**src/ucev_pkg.sv**
```systemverilog
// Package with the register map, field positions and carrier types of the control event block.
package ucev_pkg;

  localparam int ADDR_W = 18;
  localparam int IDX_W = 16;
  localparam int NUM_EP = 3;

  // Register indices; the byte address is four times the index.
  localparam logic [IDX_W-1:0] IDX_BUS_STATUS = 16'hff27;
  localparam logic [IDX_W-1:0] IDX_CTRL_STATUS = 16'hff28;
  localparam logic [IDX_W-1:0] IDX_BUS_CLEAR = 16'hff30;
  localparam logic [IDX_W-1:0] IDX_CTRL_CLEAR = 16'hff31;
  localparam logic [IDX_W-1:0] IDX_HALT_STATUS = 16'hff32;

  localparam logic [7:0] RST_CTRL_STATUS = 8'h00;
  localparam logic [7:0] RST_RDATA = 8'h00;

  localparam int BIT_DECODE = 0;
  localparam int BIT_SETUP_SEEN = 1;
  localparam int BIT_STATUS_STAGE = 2;
  localparam int BIT_SUCCESS = 3;
  localparam int BIT_RX_DATA = 4;
  localparam int BIT_TX_DONE = 5;
  localparam int BIT_IN_NAK = 6;
  localparam int BIT_STALL = 0;

  typedef enum logic [1:0] {
    APB_IDLE = 2'b01,
    APB_ACCESS = 2'b10
  } ucev_apb_type;

  // One-cycle event pulses and levels from the USB function engine.
  typedef struct packed {
    logic stall_enter;
    logic set_feature_halt;
    logic halt_mask_req;
    logic setup_token;
    logic in_nak;
    logic tx_done;
    logic tx_buf_write;
    logic rx_data;
    logic rx_zero_len;
    logic rx_buf_read;
    logic rx_count_zero;
    logic status_stage;
    logic status_no_ack;
    logic status_done;
    logic null_pid0;
    logic setup_rx;
    logic setup_hw_handled;
    logic setup_buf_all_read;
    logic fw_ctrl_read;
    logic tx_buf_cleared;
  } ucev_events_type;

  typedef struct packed {
    ucev_apb_type phase;
    logic [7:0] ctrl;
    logic stall;
    logic halt_mask;
    logic nak_pend;
    logic [7:0] rdata;
    logic ready;
    logic err;
    logic irq;
    logic nak_clr;
    logic rdy_set;
  } ucev_state_type;

endpackage

```
**src/ucev_event_status.sv**
```systemverilog
// Stall event flag, endpoint-0 control event register and endpoint halt view behind APB.
//
// Decided for this implementation: the APB interface to the registers.
`timescale 1ns/1ps

// Summary of operation
// - Any endpoint entering stall, even firmware-forced, sets the stall flag and interrupts if the flag was clear.
// - Stall flag ignores clear-feature, set-interface, set-configuration and later SETUP tokens.
// - Endpoint-0 halt bit reads 0 from a masking request until a different SETUP.
// - Any change of the control event register raises the shared status interrupt.
// - The control event register is read-only and read as one byte.
// - Writing 0 to a clear register bit clears the matching status bit unless an event sets it in the same cycle.
// - Status-stage and success flags clear when the next SETUP token arrives.
// - Bit 6 sets when an endpoint-0 IN token is answered with NAK automatically.
// - Bit 5 sets when the host correctly receives endpoint-0 transmit data, even zero-length.
// - Bit 5 clears on the first firmware write to the endpoint-0 transmit buffer.
// - Bit 4 and read-ready set on good non-empty endpoint-0 OUT data.
// - Bit 4 clears when firmware reads the receive buffer and its count reaches zero.
// - Bit 3 sets on good status-stage completion or null data with PID 0.
// - Bit 2 sets when any control transfer advances to its status stage.
// - Bit 2 also sets without data-stage ACK; for a firmware control read, write NAK then clears after buffer clear.
// - Bit 1 sets when SETUP data is correctly received into the setup buffer.
// - A repeated SETUP handled by hardware leaves the decode flag unset.
// - Bit 0 sets for a firmware-decoded request and clears once the buffer is read.
// - The stall flag lives in the bus event register; writing 0 clears it.
// - A set-feature endpoint-halt request also sets the stall flag.
module ucev_event_status
  import ucev_pkg::*;
#(
  parameter int EP_COUNT = NUM_EP
)
(
  input wire logic pclk,
  input wire logic presetn,
  input wire logic clk_en,
  input wire logic psel,
  input wire logic penable,
  input wire logic pwrite,
  input wire logic [ADDR_W-1:0] paddr,
  input wire logic [31:0] pwdata,
  input wire logic [3:0] pstrb,
  output logic [31:0] prdata,
  output logic pready,
  output logic pslverr,
  input wire ucev_events_type usb_events,
  input wire logic [EP_COUNT-1:0] endpoint_halt,
  output logic usb_status_irq,
  output logic ep0_read_ready_set,
  output logic ep0_write_nak_clear
);

  if (EP_COUNT < 1 || EP_COUNT > 8)
  begin : g_bad_count
    $error("EP_COUNT must lie between 1 and 8");
  end

  ucev_state_type st_ff;
  ucev_state_type nxt_st;
  logic [IDX_W-1:0] idx;
  logic hit;
  logic wr_now;
  logic wr_bus_clr;
  logic wr_ctrl_clr;
  logic [7:0] ctrl_set;
  logic [7:0] ctrl_auto_clr;
  logic [7:0] ctrl_fw_clr;
  logic [7:0] halt_view;
  logic [7:0] ep_halt_byte;
  logic stall_set;

  assign idx = paddr[ADDR_W-1:2];
  assign hit = (paddr[1:0] == 2'b00) &&
    (idx == IDX_BUS_STATUS || idx == IDX_CTRL_STATUS || idx == IDX_BUS_CLEAR ||
     idx == IDX_CTRL_CLEAR || idx == IDX_HALT_STATUS);
  // A write lands only at the access edge and only through the low byte lane.
  assign wr_now = (st_ff.phase == APB_ACCESS) && psel && penable && pwrite && pstrb[0] &&
    !st_ff.err;
  assign wr_bus_clr = wr_now && (idx == IDX_BUS_CLEAR);
  assign wr_ctrl_clr = wr_now && (idx == IDX_CTRL_CLEAR);

  genvar gi;
  for (gi = 0; gi < 8; gi++)
  begin : g_halt
    if (gi < EP_COUNT)
    begin : g_used
      assign ep_halt_byte[gi] = endpoint_halt[gi];
    end
    else
    begin : g_unused
      assign ep_halt_byte[gi] = 1'b0;
    end
  end

  // The endpoint-0 halt bit is hidden while a standard or firmware request owns it.
  assign halt_view = {ep_halt_byte[7:1], ep_halt_byte[0] & ~st_ff.halt_mask};

  assign stall_set = usb_events.stall_enter || usb_events.set_feature_halt;

  always_comb
  begin
    ctrl_set = 8'h00;
    ctrl_set[BIT_IN_NAK] = usb_events.in_nak;
    ctrl_set[BIT_TX_DONE] = usb_events.tx_done;
    ctrl_set[BIT_RX_DATA] = usb_events.rx_data && !usb_events.rx_zero_len;
    ctrl_set[BIT_SUCCESS] = usb_events.status_done || usb_events.null_pid0;
    ctrl_set[BIT_STATUS_STAGE] = usb_events.status_stage || usb_events.status_no_ack;
    ctrl_set[BIT_SETUP_SEEN] = usb_events.setup_rx;
    ctrl_set[BIT_DECODE] = usb_events.setup_rx && !usb_events.setup_hw_handled;
    ctrl_auto_clr = 8'h00;
    ctrl_auto_clr[BIT_TX_DONE] = usb_events.tx_buf_write;
    ctrl_auto_clr[BIT_RX_DATA] = usb_events.rx_buf_read && usb_events.rx_count_zero;
    ctrl_auto_clr[BIT_SUCCESS] = usb_events.setup_token;
    ctrl_auto_clr[BIT_STATUS_STAGE] = usb_events.setup_token;
    ctrl_auto_clr[BIT_DECODE] = usb_events.setup_buf_all_read;
    ctrl_fw_clr = wr_ctrl_clr ? ~pwdata[7:0] : 8'h00;
  end

  always_comb
  begin
    nxt_st = st_ff;
    nxt_st.irq = 1'b0;
    nxt_st.nak_clr = 1'b0;
    nxt_st.rdy_set = ctrl_set[BIT_RX_DATA];
    // Sets are applied last so an event is never lost to a clear.
    nxt_st.ctrl = ((st_ff.ctrl & ~ctrl_auto_clr & ~ctrl_fw_clr) | ctrl_set) & 8'h7f;
    nxt_st.stall = (st_ff.stall & ~(wr_bus_clr & ~pwdata[BIT_STALL])) | stall_set;
    if (usb_events.halt_mask_req)
    begin
      nxt_st.halt_mask = 1'b1;
    end
    else if (usb_events.setup_token)
    begin
      nxt_st.halt_mask = 1'b0;
    end
    if (st_ff.nak_pend && usb_events.tx_buf_cleared)
    begin
      nxt_st.nak_clr = 1'b1;
      nxt_st.nak_pend = 1'b0;
    end
    if (usb_events.status_no_ack && usb_events.fw_ctrl_read)
    begin
      nxt_st.nak_pend = 1'b1;
    end
    nxt_st.irq = (nxt_st.ctrl != st_ff.ctrl) || (nxt_st.stall != st_ff.stall);
    case (st_ff.phase)
      APB_IDLE:
      begin
        if (psel && !penable)
        begin
          nxt_st.phase = APB_ACCESS;
          nxt_st.ready = 1'b1;
          nxt_st.err = !hit;
          nxt_st.rdata = RST_RDATA;
          if (!pwrite && hit)
          begin
            case (idx)
              IDX_BUS_STATUS: nxt_st.rdata = {7'h00, st_ff.stall};
              IDX_CTRL_STATUS: nxt_st.rdata = st_ff.ctrl;
              IDX_HALT_STATUS: nxt_st.rdata = halt_view;
              default: nxt_st.rdata = RST_RDATA;
            endcase
          end
        end
      end
      APB_ACCESS:
      begin
        if (psel && penable)
        begin
          nxt_st.phase = APB_IDLE;
          nxt_st.ready = 1'b0;
          nxt_st.err = 1'b0;
        end
      end
      default:
      begin
        nxt_st.phase = APB_IDLE;
        nxt_st.ready = 1'b0;
        nxt_st.err = 1'b0;
      end
    endcase
  end

  always_ff @(posedge pclk or negedge presetn)
  begin
    if (!presetn)
    begin
      st_ff <= '{phase: APB_IDLE, ctrl: RST_CTRL_STATUS, rdata: RST_RDATA, default: 1'b0};
    end
    else if (clk_en)
    begin
      st_ff <= nxt_st;
    end
  end

  // The read bus carries one byte; the upper lanes always read as zero.
  assign prdata = {24'h000000, st_ff.rdata};
  assign pready = st_ff.ready;
  assign pslverr = st_ff.err;
  assign usb_status_irq = st_ff.irq;
  assign ep0_read_ready_set = st_ff.rdy_set;
  assign ep0_write_nak_clear = st_ff.nak_clr;
endmodule

```
**config.mk**
```make
export PLATFORM = sky130hd
export DESIGN_NAME = ucev_event_status
export DESIGN_NICKNAME = d
export VERILOG_FILES = /design/src/ucev_pkg.sv /design/src/ucev_event_status.sv
export SDC_FILE = /design/constraint.sdc
export NUM_CORES = 1
export LEC_CHECK = 0
export BUFFER_PORTS_ARGS = -buffer_cell sky130_fd_sc_hd__clkbuf_2
export CELL_PAD_IN_SITES_DETAIL_PLACEMENT = 1
export CELL_PAD_IN_SITES_GLOBAL_PLACEMENT = 1
export CORE_MARGIN = 4
export CORE_UTILIZATION = 28
export CTS_CLUSTER_DIAMETER = 80
export DETAILED_ROUTE_END_ITERATION = 10
export PLACE_DENSITY_LB_ADDON = 0.1
export SKIP_LAST_GASP = 1
export SYNTH_ARGS = -nofsm -noshare
export SYNTH_HDL_FRONTEND = slang
export SYNTH_SLANG_ARGS = --single-unit
```
**constraint.sdc**
```tcl
create_clock -name pclk -period 2.5 [get_ports pclk]
set_clock_uncertainty 0.15 [all_clocks]
set_input_delay 0.5 -clock pclk [delete_from_list [all_inputs] [get_ports pclk]]
set_output_delay 0.5 -clock pclk [all_outputs]
set_load 0.03 [all_outputs]
```
==> results of run 1 <==
## layout by cell type (no fill, tap or decap), drive strengths merged, types with 2 or more instances in the layout
| cell | n |
|---|---|
| a21o | 2 |
| a21oi | 5 |
| a22o | 6 |
| a22oi | 3 |
| buf | 5 |
| clkbuf | 70 |
| conb | 25 |
| dfrtp | 22 |
| inv | 9 |
| mux2i | 2 |
| nand2 | 20 |
| nand3 | 4 |
| nand3b | 2 |
| nand4 | 4 |
| nand4b | 3 |
| nor2 | 11 |
| nor2b | 2 |
| nor3 | 7 |
| nor4 | 7 |
| nor4b | 2 |
| o211ai | 4 |
| o21ai | 12 |
| o22ai | 2 |
| o31ai | 3 |
| or2 | 2 |
| or2b | 2 |
| xnor2 | 2 |
## routing by layer
layer / track usage [%] / vias to the layer above
met3: 3.495 / 2
met5: 0 / -
met4: 2.158 / 0
met2: 22.32 / 54
met1: 18.17 / 735
li1: - / 767
## kinds of logic after synthesis
kind of cell,after synthesis,synth area share (%)
AOI/OAI and AO/OA,46,19.25
xor gates and xnor gates,2,1.049
buffers and inverters,45,18.20
DFF,23,34.53
muxes,2,1.199
other,1,0.2245
and+or+nand+nor,72,25.54
## area by class of cell
type | instances | area [sq um]
multi-input combinational | 147 | 879.6
fill | 731 | 3649
timing repair buffer | 71 | 367.9
clock buffer | 4 | 45.04
sequential | 23 | 576.8
inverter | 9 | 33.78
tap | 72 | 90.09
## report_power, final
group,total (mW),switching (mW),internal [mW]
Combinational,0.288,0.185,0.103
Sequential,0.444,0.0365,0.407
Clock,0.228,0.114,0.114
Total,0.960,0.336,0.624
## worst register-to-register path, cell delays in order, from the launching register on
cell     delay [ps]
dfrtp_1         450
or2b_1          280
nor4_1          300
buf_4           170
nand3_1         150
a311o_1         370
a31oi_1         190
## registers in the layout, indices dropped and copies added (netlist names)
| register | cells |
|---|---|
| ep0_read_ready_set | 1 |
| ep0_write_nak_clear | 1 |
| prdata | 7 |
| pslverr | 1 |
| st_ff | 12 |
| usb_status_irq | 1 |
## through the flow
stage / worst slack [ps] / cell area [sq um] / power, mW
after global placement: 153.1 / 1948 / 0.7407
after floorplan: 369.8 / 1760 / 0.6601
after CTS: 355.5 / 1993 / 0.9749
after detailed placement: 146.6 / 1948 / 0.7422
final: 359.0 / 1993 / 0.9598
after global routing: 230.4 / 1993 / 1.026
## worst max-delay path by stage
stage                     cells after the start       from        endpoint  slack [ps]
after floorplan                               6  st_ff[25]       prdata[3]         370
after global placement                        6   paddr[5]  usb_status_irq         150
after detailed placement                      6   paddr[5]       st_ff[19]         150
after CTS                                     6  st_ff[25]       st_ff[19]         360
after global routing                          6  st_ff[25]       st_ff[19]         230
final                                         6  st_ff[25]  usb_status_irq         360
==> metrics.md, run 1 <==
| Metric | Value |
|---|---|
| Status | `finished clean` |
| CP max stage delay | `450 ps` |
| DIE AREA | `7265 sq um` |
| Pleak | `0.9533 nW` |
| Metal3 WL | `328 um` |
| Final hold slack | `88.54 ps` |
| Reg2reg path depth | `6` |
| Crit share post-route | `85.64%` |
| Effective utilization at floorplan | `29.61%` |
| First-pass GRT wire length | `7872 um` |
| WL met2 | `2319 um` |
| Routed wire per std cell | `14.85 um` |
| Clk_lat worst skew | `260 ps` |
| CORE AREA | `5642 sq um` |
| Hold-fix buffers at CTS | `0` |
| Highest Signal Layer | `met4` |
| CTS sink cnt | `23` |
| H-tree levels | `1` |
| Final min period | `2141 ps` |
| Hold WC Path Type | `input port to async pin` |
| Site row count | `27` |
| Via count | `1558` |
| Global route overflow | `0` |
| Setup violators final | `0` |
| Critical path's slowest cell | `dfrtp_1` |
| Synth Register Bits | `23` |
| Die Span Y | `85.24 um` |
| Total Routing Usage GR | `13.55%` |
| Layout cells sized above 1 | `32.68%` |
| Layout net count | `338` |
| Max transition margin | `58.69%` |
| Clock Path Buffers | `2` |
| Least-Margin Pin Slew | `619.7 ps` |
| Synth-to-Final Area Change | `19.33%` |
| Final TNS setup | `0 ps` |
| Root buf cell | `clkbuf_8` |
| Main flop type after synthesis | `dfrtp_1` |
| Worst R2R End | `usb_status_irq` |
| Distinct cells, synth | `50` |
| Async SR Flop Fraction | `100.0%` |
| Fmax achieved | `467.1 MHz` |
| IO buf count | `66` |
| Post-synth top cells | `32 x buf_4, 22 x dfrtp_1, 20 x nand2_1, 12 x o21ai_0, 11 x nor2_1` |
| Top cells by area, synth | `dfrtp_1 33%, buf_4 14%, nand2_1 4.5%` |
| Register area share after synthesis | `34.53%` |
| MaxCap Viol Count | `0` |
| WL met1 | `2175 um` |
| Via density | `4.779` |
| Type of the worst setup path | `flop to flop` |
| Post-synth EDFFs | `0` |
| Initial antenna violation count | `0` |
| Share of the synthesized area in the top cell type | `32.96%` |
| 1st-pass router iterations | `4` |
| N_diodes | `0` |
| Reg-to-Reg Start | `st_ff[25]` |
| Worst EP arrival | `2170 ps` |
| Yosys warns | `0` |
| DRC errors left | `0` |
| Post-Layout Cell Count | `326` |
| Post-synthesis cell area | `1670 sq um` |
| Crit Path Max Fanout | `7` |
| Worst path required time | `2530 ps` |
| Largest net degree at the start of global routing | `24` |
| Post-layout util | `35.33%` |
| Final Slew Violations | `0` |
| Crit. End Element | `flop` |
| Syn avg cell area | `8.745 sq um` |
| GP Congestion | `0.7486` |
| Buffers & Inverters on Critical Path | `1` |
| Total CTS buffers | `3` |
| Clk slew on worst S/H paths | `80 ps` |
| Number of global-route vias before repair | `1637` |
| Crit-path cells | `or2b_1 -> nor4_1 -> buf_4 -> nand3_1 -> a311o_1 -> a31oi_1` |
| Fin. Hold Viols | `0` |
| ANT nets after route | `0` |
| Gate Count Post-Synth | `191` |
| Top delay family on crit path | `simple AND/OR/NAND/NOR gates` |
| Maximum vdd drop | `173.3 uV` |
| RSZ-0062 raised after global routing | `false` |
| Final WL | `4841 um` |
| Initial DRC Count | `84` |
| Most numerous cell in the Yosys netlist | `buf_4` |
| Dpl hpwl | `4129 um` |
| DIE WIDTH | `85.24 um` |
| Startpoint Class | `flop` |
| # Post-CTS Setup Buffers | `0` |
| # placed instances | `322` |
| Pwr dens | `481.5 nW/um^2` |
| TritonCTS clock tree | `built` |
| Post-CTS sizing | `0` |
| IO Count | `120` |
| Reg2reg setup slack | `360 ps` |
| Largest area contributor in the netlist | `dfrtp_1` |
(Power assumes the default switching activity.)
==> inputs of run 2 (changes only) <==
--- a/config.mk
+++ b/config.mk
@@ -12,6 +12,8 @@
 export CORE_UTILIZATION = 28
 export CTS_CLUSTER_DIAMETER = 80
 export DETAILED_ROUTE_END_ITERATION = 10
+export HOLD_SLACK_MARGIN = 0.03
+export MAX_ROUTING_LAYER = met4
 export PLACE_DENSITY_LB_ADDON = 0.1
 export SKIP_LAST_GASP = 1
 export SYNTH_ARGS = -nofsm -noshare
==> metrics.md, run 2 (same netlist as run 1, synthesis figures left out) <==
| Metric | Value |
|---|---|
| Worst EP arrival | `2170 ps (about the same)` |
| H-tree levels | `1 (unchanged)` |
| Crit share post-route | `85.62% (about the same)` |
| Fin. Hold Viols | `0 (unchanged)` |
| Critical path's slowest cell | `dfrtp_1` |
| Final WL | `4844 um (about the same)` |
| Footprint of the multi-input gates | `879.6 sq um (unchanged)` |
| Initial DRC Count | `85 (+1.2%)` |
| Layout cells sized above 1 | `32.68% (unchanged)` |
| Final Slew Violations | `0 (unchanged)` |
| Synth-to-Final Area Change | `19.33% (unchanged)` |
| Startpoint Class | `flop` |
| Final WS setup | `359.5 ps (+0.5150 ps)` |
| Max transition margin | `58.53% (-0.15 points)` |
| Layout net count | `338 (unchanged)` |
| Buffers & Inverters on Critical Path | `1 (unchanged)` |
| Filler cells | `731 (unchanged)` |
| Via density | `4.779 (unchanged)` |
| Post-CTS sizing | `0 (unchanged)` |
| Clk_lat worst skew | `260 ps (about the same)` |
| GP Congestion | `0.7581 (+1.3%)` |
| Clock Path Buffers | `2 (unchanged)` |
| CP max stage delay | `450 ps (about the same)` |
| MaxCap Viol Count | `0 (unchanged)` |
| N_diodes | `0 (unchanged)` |
| Logic gate share of total power | `30.1% (about the same)` |
| Die Span Y | `85.24 um (unchanged)` |
| First-pass GRT wire length | `7879 um (about the same)` |
| Crit-path cells | `or2b_1 -> nor4_1 -> buf_4 -> nand3_1 -> a311o_1 -> a31oi_1` |
| Clock Power Share | `23.7% (about the same)` |
| Largest reg by FF count | `st_ff` |
| CORE AREA | `5642 sq um (unchanged)` |
| Total CTS buffers | `3 (unchanged)` |
| Most frequent cells in the layout | `66 x clkbuf_2, 25 x conb_1, 22 x dfrtp_1` |
| DRC errors left | `0 (unchanged)` |
| Clk slew on worst S/H paths | `80 ps (about the same)` |
| Switch share | `35.01% (about the same)` |
| Number of flip-flops in the largest register | `12 (unchanged)` |
| Crit. End Element | `flop` |
| Pleak | `0.9533 nW (unchanged)` |
| Final min period | `2140 ps (-0.5150 ps)` |
| Reg2reg setup slack | `360 ps (about the same)` |
| Setup violators final | `0 (unchanged)` |
| Worst path required time | `2530 ps (about the same)` |
| Root buf cell | `clkbuf_8` |
| Largest net degree at the start of global routing | `24 (unchanged)` |
| Type of the worst setup path | `flop to flop` |
| Reg-to-Reg Start | `st_ff[25]` |
| Number of global-route vias before repair | `1635 (-0.12%)` |
| DIE WIDTH | `85.24 um (unchanged)` |
| IO buf count | `66 (unchanged)` |
| TritonCTS clock tree | `built` |
| Hold WC Path Type | `input port to async pin` |
| Share of power burned in registers | `46.2% (about the same)` |
| 1st-pass router iterations | `4 (unchanged)` |
| CTS sink cnt | `23 (unchanged)` |
| ANT nets after route | `0 (unchanged)` |
| Maximum vdd drop | `173.0 uV (-0.19%)` |
| RSZ-0062 raised after global routing | `false` |
| Routed wire per std cell | `14.86 um (about the same)` |
| Commonest non-fill, non-tap cell in the layout | `clkbuf_2` |
| # Post-CTS Setup Buffers | `0 (unchanged)` |
| Reg2reg path depth | `6 (unchanged)` |
| Internal Power | `0.6237 mW (about the same)` |
| Dpl hpwl | `4129 um (unchanged)` |
| Site row count | `27 (unchanged)` |
| Fmax achieved | `467.2 MHz (about the same)` |
| Seq. cell area | `576.8 sq um (unchanged)` |
| IO Count | `120 (unchanged)` |
| Initial antenna violation count | `0 (unchanged)` |
| Placement Setup Slack | `146.6 ps (unchanged)` |
| Total Routing Usage GR | `13.95% (+0.40 points)` |
| Crit Path Max Fanout | `7 (unchanged)` |
| Final TNS setup | `0 ps (unchanged)` |
| Psw | `0.3360 mW (about the same)` |
| Worst R2R End | `usb_status_irq` |
| Top delay family on crit path | `simple AND/OR/NAND/NOR gates` |
| Via count | `1558 (unchanged)` |
| Least-Margin Pin Slew | `622.0 ps (+2.274 ps)` |
| Status | `finished clean` |
| Effective utilization at floorplan | `29.61% (unchanged)` |
| Post-layout util | `35.33% (unchanged)` |
| Hold-fix buffers at CTS | `0 (unchanged)` |
| DIE AREA | `7265 sq um (unchanged)` |
| Critical Path Stages | `6 (unchanged)` |
| Pwr dens | `481.5 nW/um^2 (about the same)` |
| Global route overflow | `0 (unchanged)` |
run 2: worst max path at each step:
stage                           endpoint       from
after floorplan                prdata[3]  st_ff[25]
after global placement    usb_status_irq   paddr[5]
after detailed placement       st_ff[19]   paddr[5]
after CTS                      st_ff[19]  st_ff[25]
after global routing           st_ff[19]  st_ff[25]
final                     usb_status_irq  st_ff[25]
run 2: stage by stage:
stage	power (mW)	hold WS (ps)	instances	instance area (sq um)
after floorplan	0.6601	54.41	215	1760
after global placement	0.7407	315.7	322	1948
after detailed placement	0.7422	324.8	322	1948
after CTS	0.9749	100.1	326	1993
after global routing	1.026	121.3	326	1993
final	0.9597	89.67	326	1993
run 2: power groups by stage:
stage               sequential, mW  combinational, mW  clock (mW)
CTS                          0.445              0.291       0.238
finish                       0.444              0.289       0.227
detailed placement           0.453              0.290           0
floorplan                    0.476              0.184           0
global route                 0.452              0.321       0.254
global placement             0.453              0.288           0
run 2: metal layers:
layer  global-route usage (%)  up-vias  part of all wire (%)
met5                        -        -                     0
met4                    2.158        0                  0.43
met3                    3.107        2                   6.1
met2                    22.32       54                    48
met1                    18.40      735                    46
li1                         -      767                     -
run 2: layout make-up:
| type | count | area share, % |
|---|---|---|
| clock buffer | 4 | 2.260 |
| inverter | 9 | 1.695 |
| multi-input combinational | 147 | 44.13 |
| sequential | 23 | 28.94 |
| tap | 72 | 4.520 |
| timing repair buffer | 71 | 18.46 |
run 2: worst reg2reg max path, delay by kind of cell (launching register included):
kind	cells	cell delay [ps]
AND/OR/NAND/NOR	3	730
AO/OA/AOI/OAI	2	560
flip-flops	1	450
buffers and inverters	1	170
